$ cat src/logic/ssac_params.svh
// timing, width and encoding constants of the serial conversion controller
`ifndef SSAC_PARAMS_SVH
`define SSAC_PARAMS_SVH
`define SSAC_RES_BITS 6
`define SSAC_FULL_CODE 6'h3f
`define SSAC_MSB_IDX 5
`define SSAC_SYS_PERIOD_NS 8
`define SSAC_START_HIGH_NS 500
`define SSAC_START_HIGH_CYC ((`SSAC_START_HIGH_NS + `SSAC_SYS_PERIOD_NS - 1) / `SSAC_SYS_PERIOD_NS)
`define SSAC_CONV_CLOCKS 8
`endif

$ cat src/logic/ssac_pkg.sv
// types shared by the serial conversion controller
package ssac_pkg;
  typedef enum logic [3:0] {
    ST_IDLE = 4'h1,
    ST_ARM = 4'h2,
    ST_TRIAL = 4'h4,
    ST_HOLD = 4'h8
  } ssac_state_t;
  // one decided bit and its position
  typedef struct packed {
    logic bit_val;
    logic [2:0] bit_idx;
  } ssac_bit_t;
endpackage

$ cat src/logic/ssac_skid.sv
// two-entry valid/ready buffer for decided bits
`timescale 1ns/1ps
module ssac_skid
  import ssac_pkg::*;
(
  input wire logic clk_i,
  input wire logic rst_b_i,
  input wire logic flush_i,
  input wire logic in_valid_i,
  output logic in_ready_o,
  input wire ssac_bit_t in_data_i,
  output logic out_valid_o,
  input wire logic out_ready_i,
  output ssac_bit_t out_data_o
);
  ssac_bit_t mem_ff [2];
  logic [1:0] cnt_ff;
  logic rd_ff;
  logic wr_ff;
  wire push = in_valid_i && in_ready_o;
  wire pop = out_valid_o && out_ready_i;
  // honest full and empty flags
  assign in_ready_o = (cnt_ff != 2'h2);
  assign out_valid_o = (cnt_ff != 2'h0);
  assign out_data_o = mem_ff[rd_ff];
  // pointer and count update
  always_ff @(posedge clk_i or negedge rst_b_i)
  begin
    if (!rst_b_i)
    begin
      cnt_ff <= 2'h0;
      rd_ff <= 1'b0;
      wr_ff <= 1'b0;
    end
    else if (flush_i)
    begin
      cnt_ff <= 2'h0;
      rd_ff <= 1'b0;
      wr_ff <= 1'b0;
    end
    else
    begin
      cnt_ff <= cnt_ff + {1'b0, push} - {1'b0, pop};
      if (push)
        wr_ff <= ~wr_ff;
      if (pop)
        rd_ff <= ~rd_ff;
    end
  end
  // storage write
  always_ff @(posedge clk_i)
  begin
    if (push)
      mem_ff[wr_ff] <= in_data_i;
  end
  a_skid_no_over: assert property (@(posedge clk_i) disable iff (!rst_b_i)
    cnt_ff <= 2'h2) else $error("buffer count overflow");
endmodule // ssac_skid

$ cat src/logic/ssac_top.sv
// serial successive-approximation conversion control
`timescale 1ns/1ps
`include "ssac_params.svh"
// How it works
// RULE_01 - six-bit result leaves one bit at a time on one serial pin
// RULE_02 - host supplies conversion clock, at most 350 kHz
// RULE_03 - sequence starts on first falling clock edge after start goes low
// RULE_04 - bits are decided from result_msb downward
// RULE_05 - trial above input clears bit and shows 0, else keeps 1
// RULE_06 - result_msb is valid after second falling clock edge after start
// RULE_07 - each further clock pulse tries and shows the next lower bit
// RULE_08 - host keeps start low at least 8 clock pulses
// RULE_09 - a new start pulse aborts and restarts from result_msb
// RULE_10 - start high puts serial output in high impedance
// RULE_11 - host holds start high at least 500 ns between conversions
// RULE_12 - input above full scale yields all-ones code
// RULE_13 - last bit stays on the output until start returns high
module ssac_top
  import ssac_pkg::*;
#(
  parameter int RES_BITS = `SSAC_RES_BITS
)
(
  input wire logic CLK_SYS_I,
  input wire logic RST_B_I,
  input wire logic START_B_I,
  input wire logic CONV_CLK_I,
  input wire logic CMP_HIGH_I,
  output logic [RES_BITS-1:0] TRIAL_CODE_O,
  output logic [RES_BITS-1:0] RESULT_O,
  output logic DONE_O,
  output logic SDATA_O,
  output logic SDATA_OE_B_O
);
  // refuse widths that the sequencer and its three-bit index cannot serve
  if (RES_BITS != `SSAC_RES_BITS)
  begin : g_bad_width
    $error("only six result bits are supported");
  end

  // ------------------------------------------------------------
  // reset release and pin synchronisers
  // ------------------------------------------------------------
  logic [1:0] rst_sync_ff;
  logic rst_b;
  logic [1:0] start_sync_ff;
  logic [1:0] cclk_sync_ff;
  logic [1:0] cmp_sync_ff;
  logic cclk_prev_ff;
  always_ff @(posedge CLK_SYS_I or negedge RST_B_I)
  begin
    if (!RST_B_I)
      rst_sync_ff <= 2'h0;
    else
      rst_sync_ff <= {rst_sync_ff[0], 1'b1};
  end
  assign rst_b = rst_sync_ff[1];

  // two flops per pin; only the second stage is read
  always_ff @(posedge CLK_SYS_I or negedge rst_b)
  begin
    if (!rst_b)
    begin
      start_sync_ff <= 2'h3;
      cclk_sync_ff <= 2'h0;
      cmp_sync_ff <= 2'h0;
      cclk_prev_ff <= 1'b0;
    end
    else
    begin
      start_sync_ff <= {start_sync_ff[0], START_B_I};
      cclk_sync_ff <= {cclk_sync_ff[0], CONV_CLK_I};
      cmp_sync_ff <= {cmp_sync_ff[0], CMP_HIGH_I};
      cclk_prev_ff <= cclk_sync_ff[1];
    end
  end

  // ------------------------------------------------------------
  // event decoding
  // ------------------------------------------------------------
  logic start_low_ff;
  wire start_low = ~start_sync_ff[1];
  wire start_fall = start_low && !start_low_ff;
  wire cclk_fall = cclk_prev_ff && !cclk_sync_ff[1];
  wire cmp_high = cmp_sync_ff[1];

  // one-hot trial mask for a bit position
  function automatic logic [RES_BITS-1:0] bit_mask(input logic [2:0] idx);
    bit_mask = RES_BITS'(1) << idx;
  endfunction

  // ------------------------------------------------------------
  // approximation sequencer
  // ------------------------------------------------------------
  ssac_state_t state_ff;
  ssac_state_t nxt_state;
  logic [RES_BITS-1:0] approximation_register_ff;
  logic [RES_BITS-1:0] nxt_approx;
  logic [2:0] idx_ff;
  logic [2:0] nxt_idx;
  logic push_valid;
  logic push_ready;
  ssac_bit_t push_data;

  // decide: trial above input clears the bit, else it stays set
  wire [RES_BITS-1:0] cur_mask = bit_mask(idx_ff);
  wire decided = !cmp_high; // RULE_05
  wire [RES_BITS-1:0] kept = decided ? approximation_register_ff
                                     : (approximation_register_ff & ~cur_mask); // RULE_05
  wire [RES_BITS-1:0] next_trial = (idx_ff == 3'h0) ? kept : (kept | bit_mask(idx_ff - 3'h1));
  // a decision waits if the buffer is full; it is taken on a later edge
  wire trial_go = cclk_fall && push_ready;

  always_comb
  begin
    nxt_state = state_ff;
    nxt_approx = approximation_register_ff;
    nxt_idx = idx_ff;
    push_valid = 1'b0;
    push_data = '{bit_val: decided, bit_idx: idx_ff};
    case (state_ff)
      ST_IDLE:
      begin
        if (start_low)
        begin
          nxt_state = ST_ARM;
          nxt_approx = bit_mask(3'(`SSAC_MSB_IDX)); // RULE_04
          nxt_idx = 3'(`SSAC_MSB_IDX);
        end
      end
      ST_ARM:
      begin
        if (cclk_fall)
          nxt_state = ST_TRIAL; // RULE_03
      end
      ST_TRIAL:
      begin
        if (trial_go)
        begin
          push_valid = 1'b1; // RULE_06 RULE_07
          nxt_approx = next_trial;
          if (idx_ff == 3'h0)
            nxt_state = ST_HOLD;
          else
            nxt_idx = idx_ff - 3'h1; // RULE_07
        end
      end
      ST_HOLD:
      begin
        nxt_state = ST_HOLD; // RULE_13
      end
      default:
        nxt_state = ST_IDLE;
    endcase
    // start high ends the frame; a fresh start restarts from msb
    if (!start_low)
      nxt_state = ST_IDLE; // RULE_09 RULE_10
    else if (start_fall && state_ff != ST_IDLE)
    begin
      nxt_state = ST_ARM; // RULE_09
      nxt_approx = bit_mask(3'(`SSAC_MSB_IDX));
      nxt_idx = 3'(`SSAC_MSB_IDX);
      push_valid = 1'b0;
    end
  end

  always_ff @(posedge CLK_SYS_I or negedge rst_b)
  begin
    if (!rst_b)
    begin
      state_ff <= ST_IDLE;
      approximation_register_ff <= '0;
      idx_ff <= 3'h0;
      start_low_ff <= 1'b0;
    end
    else
    begin
      state_ff <= nxt_state;
      approximation_register_ff <= nxt_approx;
      idx_ff <= nxt_idx;
      start_low_ff <= start_low;
    end
  end

  // ------------------------------------------------------------
  // bit buffer toward the serial pin
  // ------------------------------------------------------------
  logic pop_valid;
  ssac_bit_t pop_data;
  wire flush = !start_low || (start_fall && state_ff != ST_IDLE);
  ssac_skid u_skid (
    .clk_i(CLK_SYS_I),
    .rst_b_i(rst_b),
    .flush_i(flush),
    .in_valid_i(push_valid),
    .in_ready_o(push_ready),
    .in_data_i(push_data),
    .out_valid_o(pop_valid),
    .out_ready_i(1'b1),
    .out_data_o(pop_data)
  );

  // ------------------------------------------------------------
  // outputs, all registered
  // ------------------------------------------------------------
  always_ff @(posedge CLK_SYS_I or negedge rst_b)
  begin
    if (!rst_b)
    begin
      SDATA_O <= 1'b0;
      SDATA_OE_B_O <= 1'b1;
      TRIAL_CODE_O <= '0;
      RESULT_O <= '0;
      DONE_O <= 1'b0;
    end
    else
    begin
      TRIAL_CODE_O <= nxt_approx;
      SDATA_OE_B_O <= !start_low; // RULE_10
      if (pop_valid && start_low)
        SDATA_O <= pop_data.bit_val; // RULE_01
      DONE_O <= (nxt_state == ST_HOLD);
      // over-range keeps every trial set, giving all ones
      if (nxt_state == ST_HOLD && state_ff == ST_TRIAL)
        RESULT_O <= nxt_approx; // RULE_12
    end
  end

  a_float_when_high: assert property (@(posedge CLK_SYS_I) disable iff (!rst_b) // RULE_10
    !start_low |=> SDATA_OE_B_O)
    else $error("serial output not released while start is high");
  a_msb_first: assert property (@(posedge CLK_SYS_I) disable iff (!rst_b) // RULE_04
    (state_ff == ST_ARM) |-> idx_ff == 3'h5)
    else $error("sequence not armed at the top bit");
  a_arm_on_fall: assert property (@(posedge CLK_SYS_I) disable iff (!rst_b) // RULE_03
    (state_ff == ST_ARM && cclk_fall && start_low && !start_fall) |=> state_ff == ST_TRIAL)
    else $error("first clock fall did not start the trials");
  a_clear_on_high: assert property (@(posedge CLK_SYS_I) disable iff (!rst_b) // RULE_05
    (push_valid && cmp_high) |=> !approximation_register_ff[$past(idx_ff)])
    else $error("trial bit kept although the trial exceeded the input");
  a_keep_on_low: assert property (@(posedge CLK_SYS_I) disable iff (!rst_b) // RULE_05
    (push_valid && !cmp_high) |=> approximation_register_ff[$past(idx_ff)])
    else $error("trial bit cleared although the input reached the trial");
  a_bit_shown: assert property (@(posedge CLK_SYS_I) disable iff (!rst_b) // RULE_07
    (pop_valid && start_low) |=> SDATA_O == $past(pop_data.bit_val))
    else $error("decided bit not shown on the serial output");
  // every fresh start, also one that cuts a running conversion, rearms at the top bit
  a_restart_msb: assert property (@(posedge CLK_SYS_I) disable iff (!rst_b) // RULE_09
    start_fall |=> state_ff == ST_ARM && idx_ff == 3'h5
      && TRIAL_CODE_O == bit_mask(3'(`SSAC_MSB_IDX)))
    else $error("new start did not restart from the top bit");
  a_hold_last: assert property (@(posedge CLK_SYS_I) disable iff (!rst_b) // RULE_13
    (state_ff == ST_HOLD && start_low && !start_fall) |=> state_ff == ST_HOLD)
    else $error("last bit not held while start stays low");
  a_full_scale: assert property (@(posedge CLK_SYS_I) disable iff (!rst_b) // RULE_12
    (state_ff == ST_TRIAL && push_valid && start_low && idx_ff == 3'h0
     && approximation_register_ff == `SSAC_FULL_CODE && !cmp_high)
    |=> RESULT_O == `SSAC_FULL_CODE)
    else $error("over-range input did not give the all-ones code");
endmodule // ssac_top

$ cat config.mk
export PLATFORM = sky130hd
export DESIGN_NAME = ssac_top
export DESIGN_NICKNAME = d
export VERILOG_FILES = /design/src/logic/ssac_pkg.sv /design/src/logic/ssac_skid.sv /design/src/logic/ssac_top.sv
export VERILOG_INCLUDE_DIRS = /design/src /design/src/logic
export SDC_FILE = /design/constraint.sdc
export NUM_CORES = 1
export LEC_CHECK = 0
export ABC_AREA = 1
export BUFFER_PORTS_ARGS = -buffer_cell sky130_fd_sc_hd__buf_2
export CORE_ASPECT_RATIO = 0.5
export CORE_UTILIZATION = 45
export DETAILED_ROUTE_END_ITERATION = 16
export PLACE_DENSITY_LB_ADDON = 0.1
export SLEW_MARGIN = 20
export SYNTH_ARGS = -nofsm -noshare
export SYNTH_HDL_FRONTEND = slang
export SYNTH_SLANG_ARGS = --single-unit
$ cat constraint.sdc
create_clock -name CLK_SYS_I -period 1.25 [get_ports CLK_SYS_I]
set_clock_uncertainty 0.15 [all_clocks]
set_input_delay 0.125 -clock CLK_SYS_I [delete_from_list [all_inputs] [get_ports CLK_SYS_I]]
set_output_delay 0.125 -clock CLK_SYS_I [all_outputs]
set_load 0.005 [all_outputs]
After elaboration in Yosys (flattened, before gate mapping)
Memory sizes are Yosys's and may differ from the RTL's. A register that Yosys moved wholly into a read port is not among the register bits.
Cells that the tools add are included.
W data, S select, Z words.
Storage, ports and cells
  register bits after elaboration: 35
  memory bits (writable): 8
  bits of input ports: 5
  output and inout port bits: 15
  logic and storage cells: 80
  memories: 1
Memories
  u_skid.mem_ff: words 2, width 4, rd ports 1, clocked after memory_dff 1, write ports 1, line ssac_skid.sv:16  | ssac_bit_t mem_ff [2];
Operators by class
  add/subtract/negate cells: 3
  equality and inequality tests: 7
  shift operators: 2
  mux-type cells: 30
  bitwise operators: 6
  reduce and logical (&&, ||, !) cells: 16
Operator list (number)
  $mux W6: 6
  $mux W4: 5
  $pmux W4 S4: 1
  $mux W3: 5
  $pmux W6 S2: 1
  $shl A1 B3 Y6 const A: 2
  $mux W1: 10
  $eq A4 B4 Y1 const B: 2
  $logic_and A1 B1 Y1: 7
  $and A6 B6 Y6: 1
  $not A6 Y6: 1
  $or A6 B6 Y6: 1
  $pmux W3 S2: 1
  $reduce_bool A2 Y1: 3
  $eq A4 B1 Y1 const B: 1
  $eq A4 B2 Y1 const B: 1
  $eq A4 B3 Y1 const B: 1
  $logic_not A1 Y1: 4
  $ne A4 B1 Y1 const B: 1
  $logic_not A3 Y1: 1
  $not A1 Y1: 3
  $sub A3 B1 Y3 const B: 1
  $add A2 B1 Y2: 1
  $mux W2: 1
  3 further kinds: 3

Logic depth before layout (Yosys ltp)
  depth in word-level cells: 11
  depth in mapped cells: 11
  depth with buffers taken out: 11

Cells and area by module
A second synthesis with hierarchy kept.
Second synthesis, totals
  cells, all modules: 231
  area, all modules: 2095.8 um^2
By module, submodules not included
  ssac_top: instances 1, cells each 177, area each 1552.7 um^2, seq. area each 805.8 um^2
  ssac_skid: instances 1, cells each 54, area each 543.0 um^2, seq. area each 340.3 um^2

Worst setup path before layout
OpenSTA, ideal clock, no wires.
  path kind: register to register
  start point: reg idx_ff[0]
  end point: reg RESULT_O[0]
  setup time: 118 ps
  arrival: 1437 ps
  data required time: 982 ps
  setup slack: -455 ps
  cell stages (with the launch flop): 12
  path buffers: 0
  clock period less this slack: 1705 ps
  cell sequence: dfrtp_1 -> inv_1 -> ha_1 -> inv_1 -> nor2_1 -> nand3_2 -> nand2_2 -> nand3_4 -> nor2_8 -> inv_4 -> nand2_1 -> nand2_1
On the way
  word-level cells in the longest chain between the ends: 10
  elaborated cells on any way between the ends: 20
  classes of those cells: add/sub (1); eq/ne (1); shift (2); mux (11); bitwise (3); reduce/logical (2)
RTL lines
  from (decl): line ssac_top.sv:99  | logic [2:0] idx_ff;
  from (signal assigned): line ssac_top.sv:180  | idx_ff <= nxt_idx;
  parallel branches: the longest is 10 deep, another holds $sub A3 B1 Y3
  to (signal assigned): line ssac_top.sv:225  | RESULT_O <= nxt_approx;
  to (decl): line ssac_top.sv:30  | output logic [RES_BITS-1:0] RESULT_O,
Several ways; the timed one is not identified.
A chain may end at the register's enable or synchronous reset.

Final worst setup path
  start point: reg state_ff[1]
  end point: reg RESULT_O[1]
On the way
  word-level cells in the longest chain between the ends: 7
  elaborated cells on any way between the ends: 17
  classes of those cells: eq/ne (6); mux (9); reduce/logical (2)
RTL lines
  from (decl): line ssac_top.sv:95  | ssac_state_t state_ff;
  from (signal assigned): line ssac_top.sv:178  | state_ff <= nxt_state;
  $mux W4: line ssac_top.sv:142  | if (idx_ff == 3'h0)
  $mux W4: line ssac_top.sv:138  | if (trial_go)
  $pmux W4 S4: line ssac_top.sv:121  | case (state_ff)
  $mux W4: line ssac_top.sv:158  | else if (start_fall && state_ff != ST_IDLE)
  $mux W4: line ssac_top.sv:156  | if (!start_low)
  $eq A4 B4 Y1: line ssac_top.sv:224  | if (nxt_state == ST_HOLD && state_ff == ST_TRIAL)
  $logic_and A1 B1 Y1: line ssac_top.sv:224
Several ways; a longest one is shown, not always the timed one.

==> results.sh <==
export IMPL_synthMuxAreaShare=0.005246
export IMPL_cts_buffers=5
export IMPL_critPathSlowestCell="dfrtp_1"
export IMPL_wl_per_cell_um=13.04
export IMPL_clk_path_buf_depth=2
export IMPL_ys_warn_count=0
export IMPL_status="complete, but fails checks"
export IMPL_finish_utilization=0.6988
export IMPL_setup_viol=26
export IMPL_synth_cell_types=30
export IMPL_final_area_um2=2784
export IMPL_dr_first_iter_drc_count=42
export IMPL_crit_end="RESULT_O[1]"
export IMPL_grt_setup_unrepaired="true"
export IMPL_max_cap_violations=0
export IMPL_dieArea_um2=4521
export IMPL_portBuffers=19
export IMPL_dpl_hpwl_mm=3.140
export IMPL_htree_levels=2
export IMPL_hold_class="reg -> async"
export IMPL_setup_tns_final_ns=-9.558
export IMPL_netlist_instances=207
export IMPL_placed_cell_area_um2=2405
export IMPL_fin_ws_ns=-0.4496
export IMPL_place_gp_congestion=0.8952
export IMPL_grt_pass1_wl_mm=7.113
export IMPL_violations="negative setup slack"
export IMPL_powerDensity_nw_per_um2=924.2
export IMPL_dr_pass1_iters=4
export IMPL_avgViaCountPerCell=4.721
export IMPL_totalWireLength_mm=4.487
export IMPL_final_nets=300
export IMPL_critPathKind="reg -> reg"
export IMPL_grt_use_total=0.2223
export IMPL_fillers=306
export IMPL_path_clk_slew_ns=0.08
export IMPL_cts_sinks=38
export IMPL_postSynthAreaPerCell_um2=9.218
export IMPL_arrival_ns=1.74
export IMPL_num_vias=1624
export IMPL_synth_simple_gate_area_frac=0.3154
export IMPL_end_kind="register"
export IMPL_synth_xor_area_frac=0.01311
export IMPL_reg2reg_depth=8
export IMPL_die_w_um=94.09
export IMPL_hold_violations=0
export IMPL_crit_cells=8
export IMPL_antenna_found_initial=0
export IMPL_drv_slew=0
export IMPL_final_common_cell="nand2_1"
export IMPL_cp_required_ns=1.29
export IMPL_overflow=0
export IMPL_critPathMaxStageDelay_ns=0.45
export IMPL_coreArea_um2=3984
export IMPL_ys_ff_latch=38
export IMPL_synthAdderAreaFrac=0.03934
export IMPL_finalPower_mw=2.573
export IMPL_fin_crit_ns=1.700
export IMPL_root_buffer="clkbuf_8"
export IMPL_cp_max_fo=7
export IMPL_ant_nets=0
export IMPL_grt_max_degree=20
export IMPL_areaGrowthSynthToFinish_pct=45.90
export IMPL_grt_pass1_vias=1516
export IMPL_crit_chain="nor2_2, nand3_1, nand2_2, nand3_4, nor2_8, inv_4, nand2_1, nand2_1"
export IMPL_crit_path_start="state_ff[1]"
export IMPL_r2r_slack_ns=-0.45
export IMPL_num_io_pins=20
export IMPL_n_antenna_cell=0
export IMPL_fin_crit_sh=1.360
export IMPL_start_util=0.4790
export IMPL_synthesis_nets=218
export IMPL_clk_latency_ns=0.29
export IMPL_fmax_ghz=0.5884
export IMPL_timing_critical_path_max_delay_family="simple AND/OR/NAND/NOR gates"
export IMPL_rows=16
export IMPL_synth_compound_area_share=0.05246
export IMPL_seq_area_frac_synth=0.5062
export IMPL_crit_buf_inv=1
export IMPL_worst_path_most_repeated_cell="nand2_1"
export IMPL_layout_common_cells="nand2_1 (47), buf_4 (45), dfrtp_1 (32), buf_2 (19)"
export IMPL_netlist_area_um2=1908
export IMPL_cts_tree="done"
export IMPL_r2r_start="state_ff[1]"
export IMPL_die_y_um=48.05
export IMPL_timing_rr_end="RESULT_O[1]"
export IMPL_post_route_drc_count=0
export IMPL_synth_top_family_by_area="simple AND/OR/NAND/NOR gates"
export IMPL_vdd_drop_max_uv=546.7
export IMPL_start_kind="register"
export IMPL_power_static_leakage_nw=1.440
export IMPL_drive_above_1_share=0.5000
[worst register-to-register path: stages, from the launching register on]
cell,delay (ns)
dfrtp_1,0.45
nor2_2,0.25
nand3_1,0.19
nand2_2,0.13
nand3_4,0.10
nor2_8,0.15
inv_4,0.07
nand2_1,0.06
nand2_1,0.05
[flip-flops by register name, summed over array words and instances (netlist names)]
name           cells
TRIAL_CODE_O       6
start_sync_ff      2
u_skid.wr_ff       1
rst_sync_ff        2
SDATA_OE_B_O       1
state_ff           4
u_skid.cnt_ff      2
cclk_prev_ff       1
u_skid.mem_ff      2
RESULT_O           6
start_low_ff       1
u_skid.rd_ff       1
SDATA_O            1
cclk_sync_ff       2
idx_ff             3
DONE_O             1
cmp_sync_ff        2
[worst min-delay path by stage]
stage                          end  slack (ns)  cells past startpoint
detailed placement  rst_sync_ff[0]       -0.24                      1
global route             idx_ff[0]        0.10                      1
floorplan           rst_sync_ff[0]       -0.32                      0
global placement    rst_sync_ff[0]       -0.24                      1
CTS                 cmp_sync_ff[0]        0.08                      1
finish                   idx_ff[0]        0.07                      1
[through the flow]
stage	setup slack [ns]	std cells	hold slack [ns]
3_5_place_dp	-0.4594	319	-0.2393
2_1_floorplan	-0.3786	207	-0.3206
6_report	-0.4496	344	0.06805
4_1_cts	-0.4232	339	0.08345
3_3_place_gp	-0.4445	319	-0.2411
5_1_grt	-0.5582	344	0.1037
[power by group]
part           switching, mW  internal [mW]
logic                  0.197          0.172
clock network          0.457          0.444
registers             0.0274           1.28
total                  0.681           1.89
[cell usage after synthesis]
cell type	number	area, µm²
nand2_4	1	11.26
inv_4	2	12.51
inv_6	1	8.760
dfstp_2	4	105.1
a21oi_2	1	8.760
o21ai_1	1	5.000
o21ai_0	5	25.02
nand4_1	1	6.260
o22ai_1	1	6.260
inv_2	5	18.77
dfrtp_1	32	800.8
nand3_4	2	35.03
nand3_2	2	20.02
mux2i_1	1	10.01
nor3_1	3	15.01
nand2_1	52	195.2
xor2_2	1	16.27
nand3_1	19	95.09
edfxtp_1	2	60.06
nand2_2	7	43.79
nor2_1	11	41.29
nor2_2	5	31.28
xor2_1	1	8.760
nor2_4	1	11.26
conb_1	1	3.750
ha_1	6	75.07
inv_1	23	86.33
nor2_8	4	80.08
nor3_4	1	16.27
a21oi_1	11	55.05
[cell type report]
cell class / instances / area (µm²) / share of cell area
multi-input combinational: 138 / 975.9 / 0.3506
sequential: 38 / 965.9 / 0.3470
timing repair buffer: 75 / 550.5 / 0.1978
inverter: 31 / 128.9 / 0.04629
clock buffer: 6 / 82.58 / 0.02966
tap: 54 / 67.56 / 0.02427
clock inverter: 2 / 12.51 / 0.004494
[what timing repair did]
item / CTS / global route
setup endpoints to repair: 26 / 28
resized for setup: 20 / 19
buffers inserted: 7 / 5
hold buffers: 5 / 0
hold endpoints to repair: 5 / 0
pin swaps: 16 / 15
[kinds of logic (layout without fill, tap and decap cells)]
family | Yosys count | after routing
other | 1 | 1
DFF | 38 | 38
buffers and inverters | 31 | 114
and+or+nand+nor | 109 | 109
AOI/OAI and AO/OA | 19 | 19
muxes | 1 | 1
xor gates and xnor gates | 2 | 2
adders and majority gates | 6 | 6
[metal layers]
metal,GRT usage,up-vias,part of all wire
met5,0,-,0
met4,0.09231,0,0.020
met3,0.06508,12,0.047
met2,0.3577,35,0.44
met1,0.2906,760,0.49
li1,-,817,-
No activity file was read; power rests on OpenSTA's default activity.
